$ cat config.mk
export PLATFORM = sky130hd
export DESIGN_NAME = atr_adc_ctrl
export DESIGN_NICKNAME = d
export VERILOG_FILES = /design/src/atr_pkg.sv /design/src/atr_adc_ctrl.sv
export VERILOG_INCLUDE_DIRS = /design/src
export SDC_FILE = /design/constraint.sdc
export NUM_CORES = 1
export LEC_CHECK = 0
export BUFFER_PORTS_ARGS = -buffer_cell sky130_fd_sc_hd__buf_4
export CAP_MARGIN = 20
export CORE_ASPECT_RATIO = 1.75
export CORE_MARGIN = 2
export CORE_UTILIZATION = 53
export CTS_BUF_LIST = sky130_fd_sc_hd__clkbuf_16
export CTS_CLUSTER_SIZE = 8
export DETAILED_ROUTE_END_ITERATION = 8
export GPL_TIMING_DRIVEN = 0
export HOLD_SLACK_MARGIN = 0.12
export PLACE_DENSITY = 0.73
export SLEW_MARGIN = 20
export SYNTH_ARGS = -nofsm -noshare
export SYNTH_HDL_FRONTEND = slang
export SYNTH_SLANG_ARGS = --single-unit
$ cat constraint.sdc
create_clock -name clk_in -period 2.4 [get_ports clk_in]
set_clock_uncertainty 0.1 [all_clocks]
set_input_delay 0.24 -clock clk_in [delete_from_list [all_inputs] [get_ports clk_in]]
set_output_delay 0.24 -clock clk_in [all_outputs]
set_load 0.005 [all_outputs]
$ cat src/atr_defs.svh
`ifndef ATR_DEFS_SVH
`define ATR_DEFS_SVH
// Register indices on the plain register port
`define ATR_ADDR_CHAN_GO 3'h0
`define ATR_ADDR_FMT 3'h1
`define ATR_ADDR_TRIG 3'h2
`define ATR_ADDR_RES_HI 3'h3
`define ATR_ADDR_RES_LO 3'h4
`define ATR_ADDR_IRQ_STAT 3'h5
`define ATR_ADDR_IRQ_MASK 3'h6
// Implemented-bit masks per control register
`define ATR_MASK_CHAN_GO 8'h7F
`define ATR_MASK_FMT 8'hF3
`define ATR_MASK_TRIG 8'hF0
// Field positions
`define ATR_BIT_ON 0
`define ATR_BIT_GO 1
`define ATR_BIT_JUSTIFY 7
`define ATR_TRIG_LSB 4
`define ATR_TRIG_MSB 7
// Trigger source codes
`define ATR_TRIG_NONE 4'h0
`define ATR_TRIG_TMR0 4'h3
`define ATR_TRIG_TMR1 4'h4
`define ATR_TRIG_TMR2 4'h5
`define ATR_TRIG_CMP1 4'h6
`define ATR_TRIG_CMP2 4'h7
`define ATR_TRIG_LC1 4'h8
`define ATR_TRIG_LC2 4'h9
// Reset values
`define ATR_RST_CTRL 8'h00
// Interrupt status bits
`define ATR_IRQ_DONE 0
`define ATR_IRQ_TMR0 1
`define ATR_IRQ_TMR1 2
`define ATR_IRQ_MASK 8'h07
// Conversion: one result bit per this many clocks
`define ATR_BIT_CYCLES 4'h8
`define ATR_RES_BITS 10
`endif

$ cat src/atr_pkg.sv
package atr_pkg;
   // Register port request
   typedef struct packed {
      logic [2:0] addr;
      logic [7:0] wdata;
      logic wr;
      logic rd;
   } atr_bus_t;
   // Auto-trigger event lines
   typedef struct packed {
      logic timer_zero_rollover;
      logic timer_one_rollover;
      logic timer_two_period_hit;
      logic comparator_one_synced_out;
      logic comparator_two_synced_out;
      logic logic_cell_one_output;
      logic logic_cell_two_output;
   } atr_src_t;
   // Converter sequencer states
   typedef enum logic [1:0] {
      ATR_IDLE = 2'b00,
      ATR_CONV = 2'b01,
      ATR_LOAD = 2'b11
   } atr_state_t;
endpackage : atr_pkg

$ cat src/atr_adc_ctrl.sv
// The strobed register port and the register offsets were decided locally.
`timescale 1ns/100ps
`include "atr_defs.svh"
// What this block does
// - Decode four-bit trigger source select codes
// - Trigger select in bits 7:4, reset zero
// - Start only on rising edge of source
// - Timer rollover trigger still sets timer flag
// - Unimplemented control bits read zero
// - Left justify: high byte holds bits 9:2
// - Left justify: low byte bits 7:6 hold 1:0
// - Right justify: high byte bits 1:0 hold 9:8
// - Right justify: low byte holds bits 7:0
// - Result bytes writable, not reset
// - Hold capacitor never discharged between conversions
// - Trigger edge sets go flag in hardware
// - Completion clears go, sets done, loads
// - Unused justified bits load as zero
// - Go cleared aborts, fills with last bit
module atr_adc_ctrl (
   // Clock and reset
   input wire logic clk_in,
   input wire logic resetn_in,
   // Register port
   input wire atr_pkg::atr_bus_t bus_in,
   output logic [7:0] rdata_out,
   // Trigger event lines from other peripherals
   input wire atr_pkg::atr_src_t src_in,
   // Comparator decision from the analog core
   input wire logic cmp_in,
   // Analog front-end control
   output logic [4:0] channel_select_out,
   output logic converter_on_out,
   output logic sample_out,
   output logic [9:0] dac_code_out,
   // Timer interrupt flag set pulses
   output logic tmr0_flag_set_out,
   output logic tmr1_flag_set_out,
   // Interrupt
   output logic irq_out
);
   import atr_pkg::*;

   // ****************************************
   // Registers
   // ****************************************
   logic [7:0] chan_go_r; // Channel, go, on
   logic [7:0] fmt_r; // Justify, clock, reference
   logic [7:0] trig_r; // Trigger select in upper nibble
   logic [7:0] res_hi_r; // Result high byte
   logic [7:0] res_lo_r; // Result low byte
   logic [7:0] irq_stat_r; // Sticky events
   logic [7:0] irq_mask_r; // Event enables
   logic [1:0] sync_a_r; // Delayed synced timer rollover levels for flag edge detect
   logic [6:0] src_s1_r; // Source sync stage one
   logic [6:0] src_s2_r; // Source sync stage two
   logic src_sel_r; // Selected source, delayed
   logic cmp_s1_r; // Comparator sync stage one
   logic cmp_s2_r; // Comparator sync stage two
   atr_state_t state_r; // Sequencer state
   logic [3:0] bitcnt_r; // Bit being decided
   logic [3:0] clkcnt_r; // Clocks within a bit
   logic [9:0] sar_r; // Successive-approximation word
   logic last_bit_r; // Last decided bit value
   logic abort_r; // Load came from an abort
   logic [9:0] fill_mask_r; // Bits already decided

   // ****************************************
   // Combinational helpers
   // ****************************************
   logic wr_chan, wr_fmt, wr_trig, wr_hi, wr_lo, wr_stat, wr_mask;
   logic src_sel; // Selected synced source level
   logic trig_pulse; // Single-cycle start request
   logic busy; // Conversion running
   logic done_evt; // Completion or abort load
   logic [9:0] final_res; // Value to be loaded
   logic [7:0] irq_set; // Events this cycle

   assign wr_chan = bus_in.wr && (bus_in.addr == `ATR_ADDR_CHAN_GO);
   assign wr_fmt = bus_in.wr && (bus_in.addr == `ATR_ADDR_FMT);
   assign wr_trig = bus_in.wr && (bus_in.addr == `ATR_ADDR_TRIG);
   assign wr_hi = bus_in.wr && (bus_in.addr == `ATR_ADDR_RES_HI);
   assign wr_lo = bus_in.wr && (bus_in.addr == `ATR_ADDR_RES_LO);
   assign wr_stat = bus_in.wr && (bus_in.addr == `ATR_ADDR_IRQ_STAT);
   assign wr_mask = bus_in.wr && (bus_in.addr == `ATR_ADDR_IRQ_MASK);
   assign busy = (state_r != ATR_IDLE);

   // Source select mux, reserved codes give a constant low
   always_comb begin
      unique case (trig_r[`ATR_TRIG_MSB:`ATR_TRIG_LSB])
         `ATR_TRIG_TMR0: src_sel = src_s2_r[6];
         `ATR_TRIG_TMR1: src_sel = src_s2_r[5];
         `ATR_TRIG_TMR2: src_sel = src_s2_r[4];
         `ATR_TRIG_CMP1: src_sel = src_s2_r[3];
         `ATR_TRIG_CMP2: src_sel = src_s2_r[2];
         `ATR_TRIG_LC1: src_sel = src_s2_r[1];
         `ATR_TRIG_LC2: src_sel = src_s2_r[0];
         default: src_sel = 1'b0;
      endcase
   end

   // Rising edge only, ignored while converting or off
   assign trig_pulse = src_sel && !src_sel_r && !busy && chan_go_r[`ATR_BIT_ON];

   assign done_evt = (state_r == ATR_LOAD);

   // Abort fills undecided bits with last decided bit
   assign final_res = abort_r ? ((sar_r & fill_mask_r) | ({10{last_bit_r}} & ~fill_mask_r)) : sar_r;

   // Event vector for sticky status
   assign irq_set = {5'h00,
                     tmr1_flag_set_out,
                     tmr0_flag_set_out,
                     done_evt};

   // ****************************************
   // Input synchronisers
   // ****************************************
   // Two flops on every trigger source and comparator
   always_ff @(posedge clk_in or negedge resetn_in) begin
      if (!resetn_in) begin
         src_s1_r <= 7'h00;
         src_s2_r <= 7'h00;
         cmp_s1_r <= 1'b0;
         cmp_s2_r <= 1'b0;
      end else begin
         src_s1_r <= src_in;
         src_s2_r <= src_s1_r;
         cmp_s1_r <= cmp_in;
         cmp_s2_r <= cmp_s1_r;
      end
   end

   // Delayed selected level for the edge detector
   always_ff @(posedge clk_in or negedge resetn_in) begin
      if (!resetn_in) begin
         src_sel_r <= 1'b0;
      end else begin
         src_sel_r <= src_sel;
      end
   end

   // Timer rollovers keep setting their own flag
   always_ff @(posedge clk_in or negedge resetn_in) begin
      if (!resetn_in) begin
         sync_a_r <= 2'b00;
         tmr0_flag_set_out <= 1'b0;
         tmr1_flag_set_out <= 1'b0;
      end else begin
         sync_a_r <= src_s2_r[6:5];
         tmr0_flag_set_out <= src_s2_r[6] && !sync_a_r[1];
         tmr1_flag_set_out <= src_s2_r[5] && !sync_a_r[0];
      end
   end

   // ****************************************
   // Control registers
   // ****************************************
   // Channel, on, and go; go also driven by hardware
   always_ff @(posedge clk_in or negedge resetn_in) begin
      if (!resetn_in) begin
         chan_go_r <= `ATR_RST_CTRL;
      end else begin
         if (wr_chan) begin
            chan_go_r <= bus_in.wdata & `ATR_MASK_CHAN_GO;
         end
         if (trig_pulse) begin
            chan_go_r[`ATR_BIT_GO] <= 1'b1;
         end else if (state_r == ATR_CONV && bitcnt_r == 4'h0 && clkcnt_r == 4'h0) begin
            chan_go_r[`ATR_BIT_GO] <= 1'b0;
         end
      end
   end

   // Format, clock and reference
   always_ff @(posedge clk_in or negedge resetn_in) begin
      if (!resetn_in) begin
         fmt_r <= `ATR_RST_CTRL;
      end else if (wr_fmt) begin
         fmt_r <= bus_in.wdata & `ATR_MASK_FMT;
      end
   end

   // Trigger select, low nibble unimplemented
   always_ff @(posedge clk_in or negedge resetn_in) begin
      if (!resetn_in) begin
         trig_r <= `ATR_RST_CTRL;
      end else if (wr_trig) begin
         trig_r <= bus_in.wdata & `ATR_MASK_TRIG;
      end
   end

   // ****************************************
   // Conversion sequencer
   // ****************************************
   // Go flag starts; clearing it mid-way aborts
   always_ff @(posedge clk_in or negedge resetn_in) begin
      if (!resetn_in) begin
         state_r <= ATR_IDLE;
         bitcnt_r <= 4'h0;
         clkcnt_r <= 4'h0;
         sar_r <= 10'h000;
         last_bit_r <= 1'b0;
         abort_r <= 1'b0;
         fill_mask_r <= 10'h000;
      end else begin
         unique case (state_r)
            ATR_IDLE: begin
               abort_r <= 1'b0;
               if (chan_go_r[`ATR_BIT_GO] && chan_go_r[`ATR_BIT_ON]) begin
                  // Hold node kept; no discharge before sampling
                  state_r <= ATR_CONV;
                  bitcnt_r <= 4'(`ATR_RES_BITS - 1);
                  clkcnt_r <= `ATR_BIT_CYCLES - 4'h1;
                  sar_r <= 10'h200;
                  fill_mask_r <= 10'h000;
                  // Abort before any decision fills with zero
                  last_bit_r <= 1'b0;
               end
            end
            ATR_CONV: begin
               if (!chan_go_r[`ATR_BIT_GO] || !chan_go_r[`ATR_BIT_ON]) begin
                  state_r <= ATR_LOAD;
                  abort_r <= 1'b1;
                  sar_r <= sar_r & fill_mask_r;
               end else if (clkcnt_r != 4'h0) begin
                  clkcnt_r <= clkcnt_r - 4'h1;
               end else begin
                  // Decide this bit from the comparator
                  sar_r[bitcnt_r] <= cmp_s2_r;
                  last_bit_r <= cmp_s2_r;
                  fill_mask_r[bitcnt_r] <= 1'b1;
                  clkcnt_r <= `ATR_BIT_CYCLES - 4'h1;
                  if (bitcnt_r == 4'h0) begin
                     state_r <= ATR_LOAD;
                  end else begin
                     sar_r[bitcnt_r - 4'h1] <= 1'b1;
                     bitcnt_r <= bitcnt_r - 4'h1;
                  end
               end
            end
            ATR_LOAD: begin
               state_r <= ATR_IDLE;
            end
            default: begin
               state_r <= ATR_IDLE;
            end
         endcase
      end
   end

   // ****************************************
   // Result registers, no reset
   // ****************************************
   // Loaded justified on completion, else software writes
   always_ff @(posedge clk_in) begin
      if (done_evt) begin
         if (fmt_r[`ATR_BIT_JUSTIFY]) begin
            res_hi_r <= {6'h00, final_res[9:8]};
            res_lo_r <= final_res[7:0];
         end else begin
            res_hi_r <= final_res[9:2];
            res_lo_r <= {final_res[1:0], 6'h00};
         end
      end else begin
         if (wr_hi) begin
            res_hi_r <= bus_in.wdata;
         end
         if (wr_lo) begin
            res_lo_r <= bus_in.wdata;
         end
      end
   end

   // ****************************************
   // Interrupt status and mask
   // ****************************************
   // Write one clears; a new event wins over the clear
   always_ff @(posedge clk_in or negedge resetn_in) begin
      if (!resetn_in) begin
         irq_stat_r <= 8'h00;
         irq_mask_r <= 8'h00;
      end else begin
         irq_stat_r <= ((irq_stat_r & ~(wr_stat ? bus_in.wdata : 8'h00)) | irq_set) & `ATR_IRQ_MASK;
         if (wr_mask) begin
            irq_mask_r <= bus_in.wdata & `ATR_IRQ_MASK;
         end
      end
   end

   // Level interrupt output
   always_ff @(posedge clk_in or negedge resetn_in) begin
      if (!resetn_in) begin
         irq_out <= 1'b0;
      end else begin
         irq_out <= |(irq_stat_r & irq_mask_r);
      end
   end

   // ****************************************
   // Read port and front-end outputs
   // ****************************************
   // Read data one cycle after the strobe, zero otherwise
   always_ff @(posedge clk_in or negedge resetn_in) begin
      if (!resetn_in) begin
         rdata_out <= 8'h00;
      end else if (bus_in.rd) begin
         unique case (bus_in.addr)
            `ATR_ADDR_CHAN_GO: rdata_out <= chan_go_r;
            `ATR_ADDR_FMT: rdata_out <= fmt_r;
            `ATR_ADDR_TRIG: rdata_out <= trig_r;
            `ATR_ADDR_RES_HI: rdata_out <= res_hi_r;
            `ATR_ADDR_RES_LO: rdata_out <= res_lo_r;
            `ATR_ADDR_IRQ_STAT: rdata_out <= irq_stat_r;
            `ATR_ADDR_IRQ_MASK: rdata_out <= irq_mask_r;
            default: rdata_out <= 8'h00;
         endcase
      end else begin
         rdata_out <= 8'h00;
      end
   end

   // Analog controls registered from control state
   always_ff @(posedge clk_in or negedge resetn_in) begin
      if (!resetn_in) begin
         channel_select_out <= 5'h00;
         converter_on_out <= 1'b0;
         sample_out <= 1'b0;
         dac_code_out <= 10'h000;
      end else begin
         channel_select_out <= chan_go_r[6:2];
         converter_on_out <= chan_go_r[`ATR_BIT_ON];
         // Sampling while idle and on; software owns the acquisition wait
         sample_out <= chan_go_r[`ATR_BIT_ON] && !busy;
         dac_code_out <= sar_r;
      end
   end

endmodule : atr_adc_ctrl

# == Word-level counts from Yosys, hierarchy flattened ==
# Index checks and enable logic that the tools add are counted.
# totals
wordCells,157
regBits,118
# classes
mux,48
bitwise_logic,10
n_reduce_logical,42
n_addsub,2
n_eq_ne,22
magnitude_cmp,4
# ops
cell,count
two-way mux 10 bit,8
two-way mux 8 bit,7
one-hot mux 8 bit (7 select lines),1
one-hot mux 10 bit (2 select lines),2
OR 10 bit,3
two-way mux 4 bit,7
bitwise AND 10 bit,2
logical AND 1 bit,18
equality test 4 x 3 -> 1 bit (second input constant),4
one-hot mux 4 bit (2 select lines),2
bitwise mux 10 bit,1
< comparator 4 x 5 -> 1 bit (second input constant),2
two-way mux 2 bit,5
NOT 10 bit,1
equality test 3 bit (second input constant),3
AND reduction 3 bit,3
demux 1 bit (select 4 bit),2
equality test 4 bit (second input constant),2
greater-or-equal comparator 4 x 1 -> 1 bit (second input constant),2
logical NOT 4 bit,2
two-way mux 1 bit,8
inequality test 2 bit (second input constant),4
nonzero test 2 bit,4
OR reduction 8 bit,1
25 further kinds,34

# == Longest topological paths before layout ==
# Gate-level depths: netlist (run 1).
# depth
ltp_word,10
mapped_depth,8

# == Worst setup path before layout (run 1) ==
# OpenSTA, ideal clock, no wires.
# synth_timing
path_type,reg-to-reg
startpoint,register bitcnt_r[0]
endpoint,register sar_r[0]
setup_time_ns,0.127
setup_slack_ns,0.370
n_path_buf,1
path_stages_with_launch,8
t_required_ns,2.173
arrival_ns,1.803
synth_period_minus_slack_ns,2.030
cell_sequence,dfrtp_1 -> inv_1 -> ha_1 -> buf_2 -> or3b_1 -> or3_1 -> a31oi_1 -> o22ai_1
# synth_via
elab_chain_cells,10
# synth_lines
element,line,rtl
start: declaration,atr_adc_ctrl.sv:61,logic [3:0] bitcnt_r;
start signal: assignment,atr_adc_ctrl.sv:213,bitcnt_r <= 4'(`ATR_RES_BITS - 1);
start signal: assignment,atr_adc_ctrl.sv:238,bitcnt_r <= bitcnt_r - 4'h1;
subtractor 4 x 1 -> 4 bit (tied with other cells),atr_adc_ctrl.sv:237,sar_r[bitcnt_r - 4'h1] <= 1'b1;
< comparator 4 x 5 -> 1 bit (implied by the code) (tied with other cells),atr_adc_ctrl.sv:237,
logical AND 1 bit (implied by the code) or two-way mux 1 bit (tied branches),"atr_adc_ctrl.sv:237, atr_adc_ctrl.sv:230",
two-way mux 1 bit (implied by the code) or demux 1 bit (select 4 bit) (tied branches),"atr_adc_ctrl.sv:237, atr_adc_ctrl.sv:230",
demux 1 bit (select 4 bit) or bitwise mux 10 bit (tied branches),"atr_adc_ctrl.sv:237, atr_adc_ctrl.sv:230",
OR 10 bit (no source line),n/a,
two-way mux 10 bit *,atr_adc_ctrl.sv:234,if (bitcnt_r == 4'h0) begin
two-way mux 10 bit *,atr_adc_ctrl.sv:226,end else if (clkcnt_r != 4'h0) begin
two-way mux 10 bit *,atr_adc_ctrl.sv:222,if (!chan_go_r[`ATR_BIT_GO] || !chan_go_r[`ATR_BIT_ON]) begin
one-hot mux 10 bit (2 select lines) *,atr_adc_ctrl.sv:207,unique case (state_r)
end signal: assignment,atr_adc_ctrl.sv:225,sar_r <= sar_r & fill_mask_r;
end signal: indexed assignment,atr_adc_ctrl.sv:230,sar_r[bitcnt_r] <= cmp_s2_r;
end: declaration,atr_adc_ctrl.sv:63,logic [9:0] sar_r;
# Mark *: on every way between the ends. The rest lies on a longest branch, timed or not. The select of a mux whose other input is x is not followed.
# A chain may end at the register's enable or synchronous reset.

# == Worst setup path after layout (run 1) ==
# layout_timing
startpoint,register bitcnt_r[0]
endpoint,register sar_r[1]
# The elaborated chain is that of the path after synthesis.

==> impl_metrics.env, run 1 <==
export IMPL_outcome="finished clean"
export IMPL_slew_violations=0
export IMPL_layout_nets=592
export IMPL_maxCapViolations=0
export IMPL_fin_crit_sh_pct=94.5
export IMPL_setup_tns_ns=0
export IMPL_synth_simple_gate_area_share_pct=15.6
export IMPL_placed_cell_area_um2=5950
export IMPL_critPathTopFamily="simple AND/OR/NAND/NOR gates"
export IMPL_cp_arrival_ns=2.46
export IMPL_regArea_um2=3030
export IMPL_design_area_um2=6700
export IMPL_antenna_found_initial=0
export IMPL_cpPeakStageDelay_ns=0.47
export IMPL_clock_path_buffers=2
export IMPL_drc=0
export IMPL_cp_required_ns=2.59
export IMPL_cts_htree_levels=4
export IMPL_grt_overflow=0
export IMPL_ys_seq_area_share_pct=56.0
export IMPL_synth_flop_cell="dfrtp_1"
export IMPL_synth_seq_cells=118
export IMPL_syn_area_per_cell_um2=11.4
export IMPL_cp_num_buf_inv=2
export IMPL_dp_cells=650
export IMPL_synth_fp_nets=506
export IMPL_diodes=0
export IMPL_io_pins=51
export IMPL_critical_path_class="reg2reg"
export IMPL_p_leak_nw=2.95
export IMPL_synth_most_common_cell="dfrtp_1"
export IMPL_cp_end_kind="flip-flop"
export IMPL_synth_area_um2=5410
export IMPL_drive_above_1_share_pct=23.4
export IMPL_avgRoutedWirePerCell_um=20.4
export IMPL_cts_setup_buffers=0
export IMPL_power_density_nw_per_um2=1080
export IMPL_start_util_pct=54.6
export IMPL_firstDrtPassIters=6
export IMPL_core_area_um2=9910
export IMPL_row_count=48
export IMPL_synthArstFlopShare_pct=86.4
export IMPL_clk_pin_slew_ns=0.05
export IMPL_multi_input_area_um2=2210
export IMPL_cts_tree="built"
export IMPL_timing_hold_ws_ns=0.183
export IMPL_synth_top_cell_by_area="dfrtp_1"
export IMPL_synth_edf_count=16
export IMPL_path_max_fanout=10
export IMPL_critPathSlowestCell="dfrtp_1"
export IMPL_grt_pass1_wl_mm=22.8
export IMPL_drt_iter0_drc=310
export IMPL_gp_congestion=0.939
export IMPL_yosys_warnings=0
export IMPL_vias=4230
export IMPL_clk_latency_ns=0.42
export IMPL_peakVddDrop_uv=805
export IMPL_avgViaCountPerCell=6.06
export IMPL_die_w_um=80.4
export IMPL_track_usage_pct=28.1
export IMPL_cts_buffers=17
export IMPL_yosysUniqueCellTypes=69
export IMPL_synth_adder_area_share_pct=1.62
export IMPL_worstPathCellList="inv_1 > ha_1 > buf_2 > or3b_1 > nand4_1 > nor3b_1 > a221o_1"
export IMPL_synthCells=476
export IMPL_cts_root_buffer="clkbuf_16"
export IMPL_cts_sinks=118
export IMPL_grt_pass1_vias=4380
export IMPL_fmaxAchievable_ghz=0.441
export IMPL_finalNonFillerCells=698
export IMPL_critPathLaunchType="flip-flop"
export IMPL_synth_xor_area_share_pct=0
export IMPL_synth_compound_area_share_pct=14.0
export IMPL_slew_limit_headroom_pct=30.5
export IMPL_yosys_top_cells_count="dfrtp_1 (102), nand2_1 (39), nor2_1 (31)"
export IMPL_finalSetupViolations=0
export IMPL_port_buffers=49
export IMPL_antenna_left=0
export IMPL_synth_area_leaders="dfrtp_1 (47%), edfxtp_1 (8.9%), mux2_2 (5.8%), mux2i_1 (3.1%), nand2_1 (2.7%)"
export IMPL_die_area_um2=11100
export IMPL_hold_path_class="in2reg"
export IMPL_rsz0062_at_grt="true"
export IMPL_fin_crit_ns=2.27
export IMPL_fillers=762
export IMPL_area_growth_pct=23.7
export IMPL_netlist_area_leader_share_pct=47.2
export IMPL_hold_viol=0
export IMPL_dpl_hpwl_mm=10.2
export IMPL_die_height_um=138
export IMPL_wl_mm=14.2
export IMPL_synthMuxAreaShare_pct=9.59
export IMPL_grt_max_degree=103
export IMPL_synth_top_family_by_area="simple AND/OR/NAND/NOR gates"
export IMPL_worstMarginPinSlew_ns=1.03
## placed cells by master, fill, tap and decap left out, types with 9 or more instances in the layout
cell type and count:
nand2b_1 13, inv_1 12, nor2_1 31, nand3_1 12, a21oi_1 16, dlygate4sd3_1 18
o21ai_0 25, a31oi_1 14, mux2i_1 17, nand2_1 39, a22oi_1 9, clkbuf_1 10
mux2_2 28, nor2b_1 9, buf_2 13, dfrtp_1 102, buf_4 50, clkbuf_16 17
edfxtp_1 16, or3_1 10
## final cells by class
class	count	area share, %
flip-flops and latches	118	45.3
multi-input cells	320	33.0
well taps	125	2.34
plain buffers	28	2.06
repair buffers	67	8.24
clock buffers	17	6.35
inverters	10	0.561
clock inverters	13	2.13
## worst paths after layout
path	startpoint	end	slack [ns]	cells past startpoint
worst max-delay path	bitcnt_r[0]	sar_r[1]	0.13	7
worst min-delay path	bus_in[12]	rdata_out[6]	0.18	4
worst max register to register	bitcnt_r[0]	sar_r[1]	0.13	7
worst min register to register	src_s1_r[4]	src_s2_r[4]	0.24	0
max in group asynchronous	resetn_in	fill_mask_r[8]	1.16	2
min in group asynchronous	resetn_in	irq_mask_r[1]	0.38	2
## registers in the layout (all words and copies together) (netlist names), 2 cells and up
register	flops
src_s1_r	7
sar_r	10
fmt_r	6
src_s2_r	7
res_hi_r	8
dac_code_out	10
trig_r	4
state_r	2
clkcnt_r	4
chan_go_r	7
rdata_out	8
bitcnt_r	4
res_lo_r	8
channel_select_out	5
irq_stat_r	3
sync_a_r	2
irq_mask_r	3
fill_mask_r	10
## cells by family (layout without fill, tap and decap cells)
logic type,after synthesis,in the layout
simple gates,154,154
flops,118,118
compound gates,111,111
mux,48,48
buf+inv,38,135
fa+ha+maj,7,7
## per-layer routing
metal	vias to the layer above	part of all wire (%)	wire length [µm]	global-route usage, %
met5	-	0	0	0
met4	0	5.8	821	15.5
met2	169	54	7690	50.6
met3	58	4.5	635	7.21
li1	1915	-	-	-
met1	2088	36	5080	29.0
## report_power, final
group          switching (mW)  total, mW  leakage (nW)  internal (mW)
logic                    1.29       2.14          1.24          0.845
registers               0.244       2.64          1.42           2.40
clock network           0.848       2.44         0.282           1.59
total                    2.38       7.22          2.95           4.84
## stage by stage
step / util [%] / total power, mW / setup WS, ns
after floorplan: - / 4.04 / 0.370
after global placement: 59.9 / 4.66 / -0.0148
after detailed placement: 60.0 / 4.73 / 0.166
after CTS: 67.6 / 7.20 / 0.158
after global routing: 67.6 / 7.57 / -0.00272
final: 67.6 / 7.22 / 0.131
## repair_timing
item	CTS	global route
endpoints found under the setup margin	0	2
endpoints found under the hold margin	149	0
gates resized for setup	0	2
hold buffers	18	0
## tightest hold or removal path, cell delays in order
cell     delay (ns)
buf_4          0.12
nor3b_2        0.08
a22oi_1        0.14
a21oi_1        0.08
Power figures use the tool's default switching activity.
==> run 2, diff against run 1 <==
- clock period: 2.4 -> 2.8 ns (I/O delays scaled with it)
==> run 2 against run 1 <==
Via count about the same. Critical path depth is 1 higher. Sequential power is 14% lower. Routed wire length down 0.12%. Worst hold slack improved by 0.040 ns. Power decreased by 14%. Clock power is 14% lower. First-iteration DRC count did not move. Setup slack better by 0.38 ns. Maximum frequency down 0.74%. Register-to-register slack gained 0.38 ns. Final area about the same. Highest routed layer unchanged.
==> impl_metrics.env, run 2 (synthesis gave the netlist of run 1 again) <==
export IMPL_slew_limit_headroom_pct=30.6
export IMPL_cp_required_ns=2.98
export IMPL_r2r_start="bitcnt_r[0]"
export IMPL_fmaxAchievable_ghz=0.438
export IMPL_clk_pin_slew_ns=0.05
export IMPL_cp_startpoint="bitcnt_r[0]"
export IMPL_grt_util_met3_pct=7.21
export IMPL_design_area_um2=6690
export IMPL_critPathLaunchType="flip-flop"
export IMPL_cts_sinks=118
export IMPL_die_w_um=80.4
export IMPL_met2_usage_pct=50.6
export IMPL_grt_pass1_wl_mm=22.8
export IMPL_drt_iter0_drc=310
export IMPL_port_buffers=49
export IMPL_outcome="finished clean"
export IMPL_timing_rr_end="sar_r[0]"
export IMPL_placed_cell_area_um2=5950
export IMPL_power_density_nw_per_um2=924
export IMPL_gp_congestion=0.939
export IMPL_antenna_left=0
export IMPL_final_cell_mix="dfrtp_1 (102), buf_4 (50), nand2_1 (39), nor2_1 (31), mux2_2 (28)"
export IMPL_diodes=0
export IMPL_die_area_um2=11100
export IMPL_wl_mm=14.2
export IMPL_busiest_layer="met2"
export IMPL_grt_pass1_vias=4380
export IMPL_drive_above_1_share_pct=23.2
export IMPL_hold_buffers=18
export IMPL_setup_slack_ns=0.514
export IMPL_vias=4234
export IMPL_layout_commonest_cell="dfrtp_1"
export IMPL_start_util_pct=54.6
export IMPL_cts_tree="built"
export IMPL_postLayoutCoreUtil_pct=67.6
export IMPL_path_max_fanout=10
export IMPL_firstDrtPassIters=5
export IMPL_core_area_um2=9910
export IMPL_row_count=48
export IMPL_pre_cts_ws_ns=0.566
export IMPL_clk_latency_ns=0.42
export IMPL_cts_htree_levels=4
export IMPL_grt_overflow=0
export IMPL_p_leak_nw=2.94
export IMPL_cp_end_kind="flip-flop"
export IMPL_peakVddDrop_uv=691
export IMPL_track_usage_pct=28.1
export IMPL_cts_setup_buffers=0
export IMPL_cts_resized=0
export IMPL_cp_arrival_ns=2.46
export IMPL_crit_path_end="sar_r[0]"
export IMPL_timing_hold_ws_ns=0.223
export IMPL_dp_cells=650
export IMPL_rsz0062_at_grt="false"
export IMPL_layout_nets=592
export IMPL_die_height_um=138
export IMPL_cts_buffers=17
export IMPL_critical_path_class="reg2reg"
export IMPL_cts_root_buffer="clkbuf_16"
export IMPL_fillers=763
export IMPL_maxCapViolations=0
export IMPL_reg_top3="dac_code_out (10), fill_mask_r (10), sar_r (10)"
export IMPL_fin_crit_sh_pct=81.6
export IMPL_drc=0
export IMPL_io_pins=51
export IMPL_regToRegSetupSlack_ns=0.51
export IMPL_finalNonFillerCells=698
export IMPL_total_power_mw=6.19
export IMPL_area_growth_pct=23.7
export IMPL_fin_crit_ns=2.29
export IMPL_finalSetupViolations=0
export IMPL_hold_path_class="in2reg"
export IMPL_clock_path_buffers=2
export IMPL_reg2reg_depth=8
export IMPL_setup_tns_ns=0
export IMPL_use_met1_pct=29.0
export IMPL_avgRoutedWirePerCell_um=20.4
export IMPL_avgViaCountPerCell=6.07
export IMPL_worstMarginPinSlew_ns=1.03
export IMPL_antenna_found_initial=0
export IMPL_grt_max_degree=103
export IMPL_hold_viol=0
export IMPL_slew_violations=0
export IMPL_dpl_hpwl_mm=10.2
## run 2: area by class of cell
cell class / count / area [µm²] / area share (%)
Multi-Input combinational cell: 320 / 2210 / 33.0
Clock inverter: 13 / 143 / 2.13
Clock buffer: 17 / 425 / 6.36
Inverter: 10 / 37.5 / 0.561
Sequential cell: 118 / 3030 / 45.3
Tap cell: 125 / 156 / 2.34
Timing Repair Buffer: 67 / 552 / 8.24
Buffer: 28 / 136 / 2.04
## run 2: worst max-delay path: stages (launching register included)
cell and delay, ns:
dfrtp_1 0.47, inv_1 0.14, ha_1 0.15, buf_2 0.18
clkbuf_1 0.43, nand2b_1 0.17, o21ai_0 0.08, a21oi_1 0.29
o22ai_1 0.14
## run 2: metal layers
metal / vias to the layer above / wire length [µm]
met5: - / 0
met3: 59 / 638
met2: 172 / 7690
met1: 2089 / 5070
met4: 0 / 814
li1: 1914 / -
## run 2: worst min-delay path by stage
| stage | from | to | slack (ns) | depth (start not counted) |
|---|---|---|---|---|
| floorplan | resetn_in | abort_r | -0.12 | 0 |
| global placement | src_s1_r[4] | src_s2_r[4] | 0.23 | 0 |
| detailed placement | src_s1_r[6] | src_s2_r[6] | 0.24 | 0 |
| CTS | bus_in[12] | rdata_out[5] | 0.22 | 4 |
| global route | bus_in[12] | chan_go_r[2] | 0.23 | 3 |
| finish | bus_in[12] | rdata_out[6] | 0.22 | 4 |
## run 2: where the power goes
part	internal [mW]	switching (mW)
clock network	1.37	0.726
logic	0.722	1.11
registers	2.06	0.209
